`src/compact_timer_cfg.svh`:
```
// Offsets, field positions, reset values and timing counts of the compact timer
// Notes on behaviour
// (RL1) Ten-bit counter counts up per selected tick
// (RL2) Period field vs bits 9..7; compare A all
// (RL3) Software clears only via run rise; hardware auto-clears
// (RL4) Pause freezes counter; resume from held value
// (RL5) Clock select picks one of seven tick sources by eight codes; SEL_TBC_A and SEL_TBC_B share one
// (RL6) Run rise zeroes and starts; fall stops, keeps
// (RL7) Run rise restores pin initial level, compare mode
// (RL8) Period match every field x 128; zero overflows
// (RL9) Clear source 0: period match or overflow clears
// (RL10) Two-bit mode field: compare, PWM, timer
// (RL11) Software stops timer before changing mode
// (RL12) Timer mode: pin function left disabled
// (RL13) Compare mode: A match keeps, lows, highs, toggles
// (RL14) PWM: inactive, active, waveform; 11 undefined
// (RL15) Automatic clear raises timer interrupt request
// (RL16) Counter pair read-only; compare A pair read/write
// (RL17) Clear source 1: compare A match clears; PWM ignores
// (RL18) Output control: initial level or PWM active level
// (RL19) Invert bit flips pin; ignored in timer mode
// (RL20) Clear on A: no period flag, pin on A only
// (RL21) Swap bit exchanges PWM period and duty comparators
// (RL22) One match pulse per event, system-clock aligned
`ifndef COMPACT_TIMER_CFG_SVH
`define COMPACT_TIMER_CFG_SVH

// ==========================================
// Register offsets
`define OFS_CONTROL_ZERO 3'h0
`define OFS_CONTROL_ONE 3'h1
`define OFS_COUNTER_LOW 3'h2
`define OFS_COUNTER_HIGH 3'h3
`define OFS_COMPARE_A_LOW 3'h4
`define OFS_COMPARE_A_HIGH 3'h5

// ==========================================
// Field positions, control zero
`define POS_PAUSE 7
`define POS_CLK_SEL_HI 6
`define POS_CLK_SEL_LO 4
`define POS_RUN 3
`define POS_PERIOD_HI 2
`define POS_PERIOD_LO 0

// ==========================================
// Field positions, control one
`define POS_MODE_HI 7
`define POS_MODE_LO 6
`define POS_OUT_FN_HI 5
`define POS_OUT_FN_LO 4
`define POS_OUT_CTRL 3
`define POS_INVERT 2
`define POS_SWAP 1
`define POS_CLR_SRC 0

// ==========================================
// Reset values and counts
`define RST_CONTROL 8'h00
`define RST_COUNT 10'h000
`define RST_COMPARE_A 10'h000
`define COUNT_MAX 10'h3ff
`define PERIOD_SHIFT_ZEROS 7'h00
`define DIV_SYS_MASK 6'h03
`define DIV_16_MASK 6'h0f
`define DIV_64_MASK 6'h3f

`endif

```
`src/compact_timer_pkg.sv`:
```
// Types shared by the compact timer modules
package compact_timer_pkg;
  typedef logic [2:0] reg_addr_t;
  typedef logic [7:0] reg_data_t;
  typedef enum logic [1:0] {
    MODE_COMPARE = 2'h0, MODE_UNDEF = 2'h1, MODE_PWM = 2'h2, MODE_TIMER = 2'h3
  } mode_t;
  typedef enum logic [2:0] {
    SEL_SYS_DIV4 = 3'h0, SEL_HIGH = 3'h1, SEL_HIGH_DIV16 = 3'h2, SEL_HIGH_DIV64 = 3'h3,
    SEL_TBC_A = 3'h4, SEL_TBC_B = 3'h5, SEL_PIN_RISE = 3'h6, SEL_PIN_FALL = 3'h7
  } clk_sel_t;
endpackage : compact_timer_pkg

```
`src/compact_timer.sv`:
```
// Compact 10-bit timer: registers, counter, comparators and output pin logic
//
// Decided for this implementation: the plain strobed port and the address map.
`timescale 1ns/100ps
`include "compact_timer_cfg.svh"
module compact_timer (
  input wire logic i_clk,
  input wire logic i_rst,
  input wire compact_timer_pkg::reg_addr_t i_addr,
  input wire compact_timer_pkg::reg_data_t i_wdata,
  input wire logic i_wr,
  input wire logic i_rd,
  input wire logic i_time_base_tick,
  input wire logic i_external_count_pin,
  output compact_timer_pkg::reg_data_t o_rdata,
  output logic o_timer_output_pin,
  output logic o_timer_output_en,
  output logic o_compare_a_flag,
  output logic o_period_match_flag
);
  import compact_timer_pkg::*;

  // ==========================================
  // State
  logic [7:0] ctrl0, next_ctrl0;
  logic [7:0] ctrl1, next_ctrl1;
  logic [9:0] count, next_count;
  logic [9:0] compare_a, next_compare_a;
  logic run_d, pin_level, next_pin_level;
  reg_data_t next_rdata;
  logic next_pin, next_en, next_aflag, next_pflag;
  logic tick;

  // ==========================================
  // Decoded fields
  logic run, pause, clr_src, swap, out_ctrl, invert;
  logic [2:0] period_field;
  logic [1:0] out_fn;
  mode_t mode;
  clk_sel_t clk_sel;
  logic run_rise, advance, pwm, clear_on_a;
  logic [9:0] inc, duty;
  logic p_hit, a_hit, p_event, a_event, pwm_active;

  assign run = ctrl0[`POS_RUN];
  assign pause = ctrl0[`POS_PAUSE];
  assign period_field = ctrl0[`POS_PERIOD_HI:`POS_PERIOD_LO];
  assign clk_sel = clk_sel_t'(ctrl0[`POS_CLK_SEL_HI:`POS_CLK_SEL_LO]);
  assign mode = mode_t'(ctrl1[`POS_MODE_HI:`POS_MODE_LO]); // see (RL10)
  assign out_fn = ctrl1[`POS_OUT_FN_HI:`POS_OUT_FN_LO];
  assign out_ctrl = ctrl1[`POS_OUT_CTRL];
  assign invert = ctrl1[`POS_INVERT];
  assign swap = ctrl1[`POS_SWAP];
  assign clr_src = ctrl1[`POS_CLR_SRC];

  tick_source u_tick (
    .i_clk(i_clk),
    .i_rst(i_rst),
    .i_select(clk_sel),
    .i_time_base_tick(i_time_base_tick),
    .i_external_count_pin(i_external_count_pin),
    .o_tick(tick)
  );

  // ==========================================
  // Counter and comparators
  always_comb begin
    run_rise = run & ~run_d;
    // Run rise wins over a tick so the restart always begins at zero
    advance = tick & run & ~pause & ~run_rise; // see (RL4) see (RL6)
    inc = count + 10'h001; // see (RL1)
    p_hit = (period_field != 3'h0) ? (inc == {period_field, `PERIOD_SHIFT_ZEROS}) // see (RL2)
                                   : (count == `COUNT_MAX); // see (RL8)
    a_hit = (compare_a != `RST_COMPARE_A) && (inc == compare_a); // see (RL2)
    pwm = mode == MODE_PWM;
    clear_on_a = pwm ? swap : clr_src; // see (RL17) see (RL21)
    p_event = advance & p_hit & ~(~pwm & clr_src); // see (RL20) see (RL22)
    a_event = advance & a_hit; // see (RL22)
    next_count = count;
    if (run_rise) begin
      next_count = `RST_COUNT; // see (RL3)
    end else if (advance) begin
      // With clear on compare A, overflow wraps to zero through the adder itself
      next_count = (clear_on_a ? a_hit : p_hit) ? `RST_COUNT : inc; // see (RL9) see (RL3)
    end
    next_aflag = a_event; // see (RL15)
    next_pflag = p_event; // see (RL15)
  end

  // ==========================================
  // Output pin
  always_comb begin
    next_pin_level = pin_level;
    if (run_rise && mode == MODE_COMPARE) begin
      next_pin_level = out_ctrl; // see (RL7) see (RL18)
    end else if (a_event && mode == MODE_COMPARE) begin
      unique case (out_fn) // see (RL13) see (RL20)
        2'h0: next_pin_level = pin_level;
        2'h1: next_pin_level = 1'b0;
        2'h2: next_pin_level = 1'b1;
        2'h3: next_pin_level = ~pin_level;
      endcase
    end
    duty = swap ? {period_field, `PERIOD_SHIFT_ZEROS} : compare_a; // see (RL21)
    // Duty at or past the period keeps the waveform fully active
    pwm_active = count < duty;
    unique case (mode)
      MODE_COMPARE: next_pin = next_pin_level ^ invert; // see (RL19)
      MODE_PWM: begin
        unique case (out_fn) // see (RL14)
          2'h1: next_pin = out_ctrl ^ invert;
          2'h2: next_pin = (pwm_active ? out_ctrl : ~out_ctrl) ^ invert; // see (RL18)
          default: next_pin = ~out_ctrl ^ invert;
        endcase
      end
      default: next_pin = 1'b0;
    endcase
    next_en = (mode == MODE_COMPARE) || pwm; // see (RL12)
  end

  // ==========================================
  // Register port
  always_comb begin
    next_ctrl0 = ctrl0;
    next_ctrl1 = ctrl1;
    next_compare_a = compare_a;
    next_rdata = 8'h00;
    if (i_wr) begin
      unique case (i_addr)
        `OFS_CONTROL_ZERO: next_ctrl0 = i_wdata;
        `OFS_CONTROL_ONE: next_ctrl1 = i_wdata;
        `OFS_COMPARE_A_LOW: next_compare_a[7:0] = i_wdata; // see (RL16)
        `OFS_COMPARE_A_HIGH: next_compare_a[9:8] = i_wdata[1:0];
        default: next_ctrl0 = ctrl0;
      endcase
    end
    if (i_rd) begin
      unique case (i_addr)
        `OFS_CONTROL_ZERO: next_rdata = ctrl0;
        `OFS_CONTROL_ONE: next_rdata = ctrl1;
        `OFS_COUNTER_LOW: next_rdata = count[7:0]; // see (RL16)
        `OFS_COUNTER_HIGH: next_rdata = {6'h00, count[9:8]};
        `OFS_COMPARE_A_LOW: next_rdata = compare_a[7:0];
        `OFS_COMPARE_A_HIGH: next_rdata = {6'h00, compare_a[9:8]};
        default: next_rdata = 8'h00;
      endcase
    end
  end

  always_ff @(posedge i_clk or posedge i_rst) begin
    if (i_rst) begin
      ctrl0 <= `RST_CONTROL;
      ctrl1 <= `RST_CONTROL;
      compare_a <= `RST_COMPARE_A;
      count <= `RST_COUNT;
      run_d <= 1'b0;
      pin_level <= 1'b0;
      o_rdata <= 8'h00;
      o_timer_output_pin <= 1'b0;
      o_timer_output_en <= 1'b0;
      o_compare_a_flag <= 1'b0;
      o_period_match_flag <= 1'b0;
    end else begin
      ctrl0 <= next_ctrl0;
      ctrl1 <= next_ctrl1;
      compare_a <= next_compare_a;
      count <= next_count;
      run_d <= run;
      pin_level <= next_pin_level;
      o_rdata <= next_rdata;
      o_timer_output_pin <= next_pin;
      o_timer_output_en <= next_en;
      o_compare_a_flag <= next_aflag;
      o_period_match_flag <= next_pflag;
    end
  end
endmodule : compact_timer

```
`src/tick_source.sv`:
```
// Counter tick selector: prescaler, time-base enable and synchronised count pin
`timescale 1ns/100ps
`include "compact_timer_cfg.svh"
module tick_source (
  input wire logic i_clk,
  input wire logic i_rst,
  input wire compact_timer_pkg::clk_sel_t i_select,
  input wire logic i_time_base_tick,
  input wire logic i_external_count_pin,
  output logic o_tick
);
  import compact_timer_pkg::*;

  // ==========================================
  // Prescaler and pin synchroniser
  logic [5:0] prescale, next_prescale;
  logic pin_meta, pin_sync, pin_prev;
  logic next_tick;

  // High-speed clock is taken as the block clock itself
  always_comb begin
    next_prescale = prescale + 6'h01;
    unique case (i_select) // see (RL5)
      SEL_SYS_DIV4: next_tick = (prescale & `DIV_SYS_MASK) == `DIV_SYS_MASK;
      SEL_HIGH: next_tick = 1'b1;
      SEL_HIGH_DIV16: next_tick = (prescale & `DIV_16_MASK) == `DIV_16_MASK;
      SEL_HIGH_DIV64: next_tick = prescale == `DIV_64_MASK;
      SEL_TBC_A, SEL_TBC_B: next_tick = i_time_base_tick;
      SEL_PIN_RISE: next_tick = pin_sync & ~pin_prev;
      SEL_PIN_FALL: next_tick = ~pin_sync & pin_prev;
    endcase
  end

  // Only pin_sync reads the first stage, keeping metastability contained
  always_ff @(posedge i_clk or posedge i_rst) begin
    if (i_rst) begin
      prescale <= 6'h00;
      pin_meta <= 1'b0;
      pin_sync <= 1'b0;
      pin_prev <= 1'b0;
      o_tick <= 1'b0;
    end else begin
      prescale <= next_prescale;
      pin_meta <= i_external_count_pin;
      pin_sync <= pin_meta;
      pin_prev <= pin_sync;
      o_tick <= next_tick;
    end
  end
endmodule : tick_source

```
`config.mk`:
```
export PLATFORM = sky130hd
export DESIGN_NAME = compact_timer
export DESIGN_NICKNAME = d
export VERILOG_FILES = /design/src/compact_timer_pkg.sv /design/src/compact_timer.sv /design/src/tick_source.sv
export VERILOG_INCLUDE_DIRS = /design/src /design/src/src
export SDC_FILE = /design/constraint.sdc
export NUM_CORES = 1
export LEC_CHECK = 0
export BUFFER_PORTS_ARGS = -buffer_cell sky130_fd_sc_hd__buf_2
export CAP_MARGIN = 20
export CORE_MARGIN = 1.5
export CORE_UTILIZATION = 54
export DETAILED_ROUTE_END_ITERATION = 10
export PLACE_DENSITY = 0.76
export SYNTH_ARGS = -nofsm -noshare
export SYNTH_HDL_FRONTEND = slang
export SYNTH_HIERARCHICAL = 1
export SYNTH_SLANG_ARGS = --single-unit
export TNS_END_PERCENT = 10
```
`constraint.sdc`:
```
create_clock -name i_clk -period 2.95 [get_ports i_clk]
set_clock_uncertainty 0.05 [all_clocks]
set_input_delay 0 -clock i_clk [delete_from_list [all_inputs] [get_ports i_clk]]
set_output_delay 0 -clock i_clk [all_outputs]
set_load 0.03 [all_outputs]
```
-- Word-level counts from Yosys, hierarchy flattened
Cells that the tools add are included.
- flip-flop bits (word level): 60
- input bits: 17
- output and inout port bits: 12
- word-level logic and storage cells: 97
- $add $sub $neg: 2
- order comparisons: 1
- eq/ne operators: 22
- muxes and demuxes: 16
- bitwise operators: 23
- reduce and logical (&&, ||, !) cells: 16
- operators by type and width (kind ; count):
    case mux 8 bit (6 select lines) ; 1
    two-way mux 10 bit ; 4
    equality test 10 bit ; 2
    equality test 3 bit (second input constant) ; 6
    equality test 3 x 2 -> 1 bit (second input constant) ; 4
    adder 10 x 1 -> 10 bit (second input constant) ; 1
    AND 1 bit ; 10
    equality test 10 bit (second input constant) ; 1
    less-than comparator 10 bit ; 1
    nonzero test 10 bit ; 1
    NOT 1 bit ; 9
    equality test 2 bit (second input constant) ; 4
    two-way mux 8 bit ; 1
    AND reduction 2 bit ; 4
    case mux 1 bit (7 select lines) ; 1
    adder 6 x 1 -> 6 bit (second input constant) ; 1
    equality test 3 x 1 -> 1 bit (second input constant) ; 2
    equality test 6 bit (second input constant) ; 1
    zero test 3 bit ; 2
    two-way mux 1 bit ; 6
    equality test 4 bit (second input constant) ; 1
    zero test 2 bit ; 2
    case mux 1 bit (2 select lines) ; 2
    case mux 1 bit (4 select lines) ; 1
    other kinds (7) ; 12

-- Depth between registers and ports, before layout
Gate-level depths: netlist of run 1.
- depth in word-level cells: 10
- depth in mapped cells: 11

-- Modules after synthesis
Netlist of run 1, hierarchy kept.
- by module, submodules not included (module ; instances ; cells an instance ; area an instance (um^2)):
    compact_timer ; 1 ; 339 ; 3240.6
    tick_source ; 1 ; 31 ; 409.1

-- Worst setup path after synthesis of run 1
OpenSTA, ideal clock, no wires.
- path type: reg-to-reg
- start point: register ctrl1[1]
- end point: register o_timer_output_pin
- library setup time: 126 ps
- data arrival time: 2809 ps
- required time: 2774 ps
- slack: -36 ps
- cell stages (with the launch flop): 12
- buffers on the path: 1
- period minus slack after synthesis: 2986 ps
- cells stage by stage: dfrtp_1 -> clkbuf_1 -> nand2b_1 -> ha_1 -> or4b_1 -> o2111ai_1 -> a31oi_1 -> o22ai_1 -> mux2i_1 -> a2111o_1 -> mux2_4 -> a311o_1
- cells in the longest elaborated chain, start to end: 6
- RTL lines (what ; RTL line ; source):
    from (decl) ; compact_timer.sv:26 ; logic [7:0] ctrl1, next_ctrl1;
    from (signal assigned) ; compact_timer.sv:153 ; ctrl1 <= `RST_CONTROL;
    from (signal assigned) ; compact_timer.sv:165 ; ctrl1 <= next_ctrl1;
    two-way mux 10 bit ; compact_timer.sv:104 ; duty = swap ? {period_field, `PERIOD_SHIFT_ZEROS} : compare_a;
    less-than comparator 10 bit ; compact_timer.sv:106 ; pwm_active = count < duty;
    two-way mux 1 bit ; compact_timer.sv:112 ; 2'h2: next_pin = (pwm_active ? out_ctrl : ~out_ctrl) ^ invert;
    bitwise XOR 1 bit ; compact_timer.sv:112 ;
    case mux 1 bit (2 select lines) ; compact_timer.sv:110 ; unique case (out_fn)
    case mux 1 bit (2 select lines) ; compact_timer.sv:107 ; unique case (mode)
    via next_pin ; compact_timer.sv:31 ; logic next_pin, next_en, next_aflag, next_pflag;
    to (signal assigned) ; compact_timer.sv:171 ; o_timer_output_pin <= next_pin;
    to (decl) ; compact_timer.sv:16 ; output logic o_timer_output_pin,
The timed path passes the listed nets, and every way through them passes these cells.
A chain may end at the register's enable or synchronous reset.

-- Final worst setup path of run 1
Same ends and word-level chain as after synthesis.

==> flow_summary.ini, run 1 <==
[status]
status = complete, but fails checks
violations = DRC

[power_and_ir_drop]
p_leak_nw = 2.02
report.power.total_mw = 2.55
ir_drop_uv = 367
p_per_area_nw_per_um2 = 586

[timing]
hold_violations = 0
timing.slew.headroom_pct = 69.0
slew_viol_final = 0
finalSetupViolCount = 0
fin_ws_ps = 20.5
finalCriticalPeriod_ps = 2930
grt_setup_unrepaired = true
fmax_mhz = 341
finalSetupTns_ps = 0
fin_crit_sh_pct = 99.3
tightest_slew_ps = 465

[yosys]
synthFlopType = dfrtp_1
syn_nets = 400
syn-instance-count = 370
avgSynthCellArea_um2 = 9.86
synth-seq-cells = 60
ys_seq_area_share_pct = 41.1
yosysWarnings = 6
synthArstFlopShare_pct = 100
synth-edff-count = 0
synth_area_um2 = 3650
synth_cell_type_count = 55

[floorplanning]
die-area_um2 = 7260
rows = 29
io_pins = 29
die_y_um = 85.2
coreArea_um2 = 6420
start_util_pct = 56.8
fp.dieW_um = 85.2

[clock_network]
cts_buffers = 9
path_clk_slew_ps = 80
clk_root_buffer_cell = clkbuf_8
worstSkewPairLatency_ps = 350
cts_tree = done
cts-htree-levels = 3
cts.path.max_buffers = 2
clock_sinks = 60

[setup_path]
max_stage_delay_ps = 500
critPathCaptureType = flip-flop
critical_path.max_fanout = 2
cp.arrival_ps = 3120
r2r_end = o_timer_output_pin
reg2reg_setup_slack_ps = 20
worstSetupPathType = reg2reg
crit_family = compound AO/OA/AOI/OAI gates
reg2reg_depth = 10
slowest_stage = or4b_4
worst_setup_path_start_kind = flip-flop
crit_required_ps = 3140
worstPathCellList = nand2b_4, ha_2, or4b_4, o2111ai_2, a31oi_1, o22ai_2, mux2i_1, a2111o_1, mux2_4, a311o_1
timing.rr.start = ctrl1[1]
critPathBufInv = 0

[drt]
dr.pass1.iters = 8
antenna_left = 0
detail_route.wl_per_cell_um = 18.8
routed_wl_um = 9570
vias = 3219
via_per_inst = 6.32
drc = 3
drtIter0Drc = 351

[global_route]
grt_pass1_vias = 2993
grt-ovfl-total = 0
grt_max_degree = 51
track_usage_pct = 27.8
antenna_found_initial = 0
grt_pass1_wl_um = 15400

[min_path]
min_from = i_time_base_tick
worstHoldPathType = in2reg
hold_path_end = u_tick/o_tick
min_path_cells = 4

[cells_and_area]
multi_input_area_um2 = 2020
design_area_um2 = 4360
drive_gt1_share_pct = 26.6
nFillCells = 474
nNetsFinal = 457
final_common_cell = dfrtp_1
area_growth_pct = 19.4
final_cell_mix = dfrtp_1, buf_2, buf_4, mux2_2, nor2_1
n_antenna_cell = 0
instances_no_fill = 509
seq_area_um2 = 1500

[place]
hpwl_um = 6540
place_ws_ps = -15.0
gp_congestion = 0.968
place_area_um2 = 4000
numPlacedInstances = 480
io_buffers = 28

[flow_run]
drv_cap = 0
[final cells by class]
class,count,area share [%]
clock buffer,9,2.84
clock inverter,7,1.18
inverter,16,1.38
multi-input combinational,271,46.4
sequential,60,34.5
tap,77,2.21
timing repair buffer,69,11.6
[worst max-delay path by stage]
stage	cells after the start	from	end	slack [ps]
detailed placement	9	ctrl1[1]	o_timer_output_pin	-20
finish	10	ctrl1[1]	o_timer_output_pin	20
global placement	10	ctrl1[1]	o_timer_output_pin	1
global route	10	ctrl1[1]	o_timer_output_pin	-50
CTS	9	ctrl1[1]	o_timer_output_pin	20
floorplan	11	ctrl1[1]	o_timer_output_pin	1
[state kept, by name, summed over array words and instances (netlist names), 6 cells and up]
name,cells
ctrl1,8
count,10
o_rdata,8
ctrl0,8
u_tick/prescale,6
compare_a,10
[per-layer routing]
metal | up-vias | GRT usage [%] | share of wire, %
met5 | - | 0 | 0
met3 | 34 | 5.74 | 6.8
met4 | 0 | 10.6 | 3.0
li1 | 1454 | - | -
met1 | 1560 | 39.0 | 44
met2 | 171 | 42.6 | 46
[cells in the mapped netlist (all sizes together) (11+ instances only)]
master | n | area share, %
nor2 | 20 | 2.1
nand2 | 19 | 2.0
ha | 13 | 4.5
and2 | 11 | 1.9
clkbuf | 15 | 1.5
xnor2 | 11 | 2.6
inv | 16 | 1.6
dfrtp | 60 | 41
o21ai | 19 | 2.6
mux2 | 25 | 7.8
mux2i | 13 | 3.6
nand3 | 17 | 2.5
[timing repair]
| action | CTS | global route |
|---|---|---|
| endpoints found under the hold margin | 95 | 0 |
| pin swaps | 0 | 5 |
| endpoints found under the setup margin | 1 | 9 |
| resized for setup | 2 | 9 |
| hold buffers | 11 | 0 |
| setup buffers | 0 | 1 |
[worst min-delay path, cell delays in order]
cell and delay, ps:
buf_2 70, nor2b_1 40, nor3_1 170, a311o_1 140
[logic make-up (layout without fill, tap and decap cells)]
logic type | Yosys count | after routing | synth area share (%)
AOI/OAI and AO/OA | 78 | 78 | 15.1
xor gates and xnor gates | 18 | 18 | 4.70
DFF | 60 | 60 | 41.1
and+or+nand+nor | 124 | 124 | 18.7
buffers and inverters | 39 | 101 | 4.59
adders and majority gates | 13 | 13 | 4.46
muxes | 38 | 38 | 11.4
[report_power, final]
group / switching (mW) / internal, mW
logic: 0.438 / 0.388
clock network: 0.371 / 0.308
registers: 0.109 / 0.939
[per-stage QoR]
stage               utilization (%)  hold WS, ps
floorplan                         -         -210
global placement               62.3        -56.9
detailed placement             62.3        -46.8
CTS                            66.9         55.6
global route                   67.9          111
finish                         67.9         65.3
Power figures use the tool's default switching activity.
==> inputs of run 2 (changes only) <==
--- a/config.mk
+++ b/config.mk
@@ -11,7 +11,7 @@
 export CORE_MARGIN = 1.5
 export CORE_UTILIZATION = 54
 export DETAILED_ROUTE_END_ITERATION = 10
-export PLACE_DENSITY = 0.76
+export PLACE_DENSITY = 0.72
 export SYNTH_ARGS = -nofsm -noshare
 export SYNTH_HDL_FRONTEND = slang
 export SYNTH_HIERARCHICAL = 1
==> flow_summary.ini, run 2 (synthesized netlist as in run 1, its figures left out) <==
[status]
status = complete, but fails checks
violations = DRC

[clock_network]
cts-htree-levels = 3
clock_sinks = 60
path_clk_slew_ps = 70
cts_buffers = 9
postCtsSetupRepairBufs = 0
clk_root_buffer_cell = clkbuf_8
worstSkewPairLatency_ps = 340
cts.path.max_buffers = 2
cts_tree = done

[timing]
hold_ws_ps = 101
fmax_mhz = 341
finalCriticalPeriod_ps = 2930
timing.slew.headroom_pct = 69.4
hold_violations = 0
finalSetupViolCount = 0
fin_crit_sh_pct = 99.4
slew_viol_final = 0
finalSetupTns_ps = 0
grt_setup_unrepaired = true
tightest_slew_ps = 459

[cells_and_area]
final_cell_mix = dfrtp_1, buf_4, buf_2, mux2_2, nor2_1
design_area_um2 = 4330
final_common_cell = dfrtp_1
n_antenna_cell = 0
drive_gt1_share_pct = 24.9
nNetsFinal = 458
largestRegisters = compare_a: 10 flops, count: 10 flops
final_util_pct = 67.5
area_growth_pct = 18.7

[power_and_ir_drop]
seqPwrFrac_pct = 41.4
ir_drop_uv = 523
p_leak_nw = 2.03
switchingPower_uw = 894
pwr-share-clk_pct = 26.5
report.power.total_mw = 2.52
intPower_mw = 1.62
swShare_pct = 35.5
p_per_area_nw_per_um2 = 581
combPwrFrac_pct = 32.1

[setup_path]
worstSetupPathType = reg2reg
cp.arrival_ps = 3100
worst_setup_path_start_kind = flip-flop
critPathCaptureType = flip-flop
critical_path.max_fanout = 2
crit_required_ps = 3120

[global_route]
grt_max_degree = 51
grt-ovfl-total = 0
antenna_found_initial = 0
track_usage_pct = 27.1
grt_pass1_wl_um = 15200
grt_pass1_vias = 3023

[drt]
vias = 3136
via_per_inst = 6.15
detail_route.wl_per_cell_um = 18.2
drc = 5
drtIter0Drc = 397
routed_wl_um = 9270
antenna_left = 0
dr.pass1.iters = 8

[min_path]
worstHoldPathType = in2reg

[floorplanning]
rows = 29
io_pins = 29
die_y_um = 85.2
fp.dieW_um = 85.2
start_util_pct = 56.8
coreArea_um2 = 6420
die-area_um2 = 7260

[place]
gp_congestion = 0.967
hpwl_um = 6670
place_area_um2 = 4020
io_buffers = 28

[flow_run]
drv_cap = 0
-- run 2: layer usage --
layer  GRT usage, %  wire [µm]
met3           5.54        634
met1           36.8       4110
met5              0          0
met2           42.2       4160
met4           12.1        361
-- run 2: critical path: stages (launching register included) --
cell and delay [ps]:
dfrtp_1 370, nand2b_1 140, ha_1 200, or4b_1 480
o2111ai_1 120, a31oi_1 130, o22ai_2 210, mux2i_1 100
a2111o_1 420, mux2_4 310, a311o_1 280
-- run 2: power by group through the flow --
stage          Combinational, mW  Clock (mW)  Sequential (mW)
2_1_floorplan              0.472           0             1.08
5_1_grt                    0.876       0.710             1.06
4_1_cts                    0.788       0.678             1.04
3_5_place_dp               0.767           0             1.06
6_report                   0.809       0.668             1.04
3_3_place_gp               0.745           0             1.05
-- run 2: through the flow --
step	setup WS, ps	cells
6_report	18.6	510
5_1_grt	-117	510
4_1_cts	42.0	509
3_5_place_dp	-34.1	482
3_3_place_gp	28.7	482
2_1_floorplan	1.34	370
-- run 2: repair_timing --
action	4_1_cts	5_1_grt
pin swaps	1	0
gates cloned	0	0
resized for setup	1	2
hold endpoints to repair	95	0
setup endpoints to repair	1	9
hold buffers	11	0
-- run 2: worst paths after layout --
check | startpoint | endpoint | slack (ps) | cells past startpoint
setup / recovery | ctrl1[1] | o_timer_output_pin | 20 | 10
hold / removal | i_time_base_tick | u_tick/o_tick | 100 | 4
setup reg to reg | ctrl1[1] | o_timer_output_pin | 20 | 10
hold reg to reg | u_tick/pin_meta | u_tick/pin_sync | 310 | 0
max in group asynchronous | i_rst | count[2] | 2190 | 4
min in group asynchronous | i_rst | o_timer_output_en | 130 | 3
-- run 2: layout make-up --
cell class | count | area (µm²)
tap | 77 | 96.3
clock buffer | 9 | 124
timing repair buffer | 70 | 508
sequential | 60 | 1500
multi-input combinational | 271 | 1990
inverter | 16 | 60.1
fill | 487 | 2090
clock inverter | 7 | 53.8
==> inputs of run 3 (changes only) <==
--- a/config.mk
+++ b/config.mk
@@ -6,11 +6,11 @@
 export SDC_FILE = /design/constraint.sdc
 export NUM_CORES = 1
 export LEC_CHECK = 0
-export BUFFER_PORTS_ARGS = -buffer_cell sky130_fd_sc_hd__buf_2
 export CAP_MARGIN = 20
 export CORE_MARGIN = 1.5
-export CORE_UTILIZATION = 54
+export CORE_UTILIZATION = 58
 export DETAILED_ROUTE_END_ITERATION = 10
+export DONT_BUFFER_PORTS = 1
 export PLACE_DENSITY = 0.72
 export SYNTH_ARGS = -nofsm -noshare
 export SYNTH_HDL_FRONTEND = slang
==> flow_summary.ini, run 3 (synthesized netlist as in run 1, its figures left out) <==
[status]
status = complete, but fails checks
violations = hold timing

[power_and_ir_drop]
combPwrFrac_pct = 29.5
pwr-share-clk_pct = 26.8
switchingPower_uw = 886
swShare_pct = 35.3
p_leak_nw = 1.92
p_per_area_nw_per_um2 = 584
intPower_mw = 1.62
seqPwrFrac_pct = 43.7
ir_drop_uv = 402

[floorplanning]
start_util_pct = 60.9
die-area_um2 = 6780
fp.dieW_um = 82.3
coreArea_um2 = 5990
io_pins = 29
die_y_um = 82.3
rows = 28

[drt]
antenna_left = 0
dr.pass1.iters = 5
routed_wl_um = 9400
detail_route.wl_per_cell_um = 19.3
vias = 3056
via_per_inst = 6.29
drtIter0Drc = 263
drc = 0

[global_route]
antenna_found_initial = 0
grt_pass1_wl_um = 14600
grt-ovfl-total = 0
track_usage_pct = 29.8
grt_pass1_vias = 2884
grt_max_degree = 51

[min_path]
worstHoldPathType = in2reg
min_from = i_addr[2]
min_path_cells = 2

[setup_path]
worstSetupPathType = reg2reg
critical_path.max_fanout = 7
critPathCaptureType = flip-flop
worstPathCellList = buf_6, buf_4, nand2b_1, ha_4, o2111ai_2, a31oi_1, o22ai_2, mux2i_1, a2111o_1, mux2_4, a311o_1
crit_family = compound AO/OA/AOI/OAI gates
timing.rr.start = ctrl1[1]
critPathBufInv = 2
crit_required_ps = 3150
worst_setup_path_start_kind = flip-flop
slowest_stage = a2111o_1
crit_start = ctrl1[1]
max_stage_delay_ps = 430
worst-path-stages = 11
cp.arrival_ps = 3080
reg2reg_depth = 11

[timing]
hold_ws_ps = -11.4
finalSetupViolCount = 0
finalSetupTns_ps = 0
fin_ws_ps = 70.0
finalCriticalPeriod_ps = 2880
timing.slew.headroom_pct = 42.9
grt_setup_unrepaired = false
hold_violations = 2
fmax_mhz = 347
fin_crit_sh_pct = 97.6
slew_viol_final = 0
tightest_slew_ps = 853

[place]
gp_congestion = 0.960
place_ws_ps = 12.9
numPlacedInstances = 447
io_buffers = 0
hpwl_um = 6470

[clock_network]
worstSkewPairLatency_ps = 360
clk_root_buffer_cell = clkbuf_8
cts-htree-levels = 3
clock_sinks = 60
cts_tree = done
path_clk_slew_ps = 80
cts.path.max_buffers = 2
cts_buffers = 9

[cells_and_area]
nFillCells = 434
final_common_cell = dfrtp_1
multi_input_area_um2 = 2030
seq_area_um2 = 1500
largestRegisters = compare_a: 10 flops, count: 10 flops
instances_no_fill = 486
drive_gt1_share_pct = 20.9
final_util_pct = 71.7
nNetsFinal = 436
area_growth_pct = 17.8
n_antenna_cell = 0
final_cell_mix = dfrtp_1, buf_4, mux2_2, nor2_1

[flow_run]
drv_cap = 0
## run 3: worst reg2reg max path, stage by stage (launching register included)
cell and delay, ps:
dfrtp_1 400, buf_6 140, buf_4 140, nand2b_1 170, ha_4 300, o2111ai_2 110
a31oi_1 200, o22ai_2 130, mux2i_1 130, a2111o_1 430, mux2_4 320, a311o_1 260
## run 3: repair_timing
item	in CTS	in global routing
setup endpoints to repair	1	8
setup buffers	0	3
pin swaps	0	5
resized for setup	1	10
hold buffers	19	0
endpoints found under the hold margin	96	0
## run 3: power by group through the flow
| stage | Sequential, mW | Combinational (mW) | Clock (mW) |
|---|---|---|---|
| after floorplan | 1.08 | 0.472 | 0 |
| after global placement | 1.10 | 0.628 | 0 |
| after detailed placement | 1.11 | 0.650 | 0 |
| after CTS | 1.09 | 0.689 | 0.677 |
| after global routing | 1.11 | 0.803 | 0.709 |
| final | 1.10 | 0.741 | 0.672 |
## run 3: worst paths after layout
check / end / slack, ps
max: o_timer_output_pin / 70
min: ctrl1[4] / -10
max reg2reg: o_timer_output_pin / 70
min reg2reg: u_tick/pin_sync / 310
max in group asynchronous: o_rdata[0] / 2250
min in group asynchronous: u_tick/prescale[2] / 50
## run 3: final cells by class
| cell class | instances | area share (%) |
|---|---|---|
| clock inverter | 7 | 1.19 |
| timing repair buffer | 48 | 10.2 |
| multi-input combinational | 271 | 47.2 |
| clock buffer | 9 | 2.88 |
| sequential | 60 | 35.0 |
| tap | 75 | 2.18 |
| inverter | 16 | 1.40 |
## run 3: per-stage QoR
stage               area, µm²  total power, mW  hold slack, ps
floorplan                3650             1.56            -210
global placement         3840             1.73            -182
detailed placement       3840             1.75            -172
CTS                      4210             2.46           0.773
global route             4300             2.62            42.2
finish                   4300             2.51           -11.4
## run 3: layer usage
metal  routed length, µm  GRT usage [%]
met5                   0              0
met1                4040           38.4
met4                 295           14.4
met3                 710           6.92
met2                4350           46.8
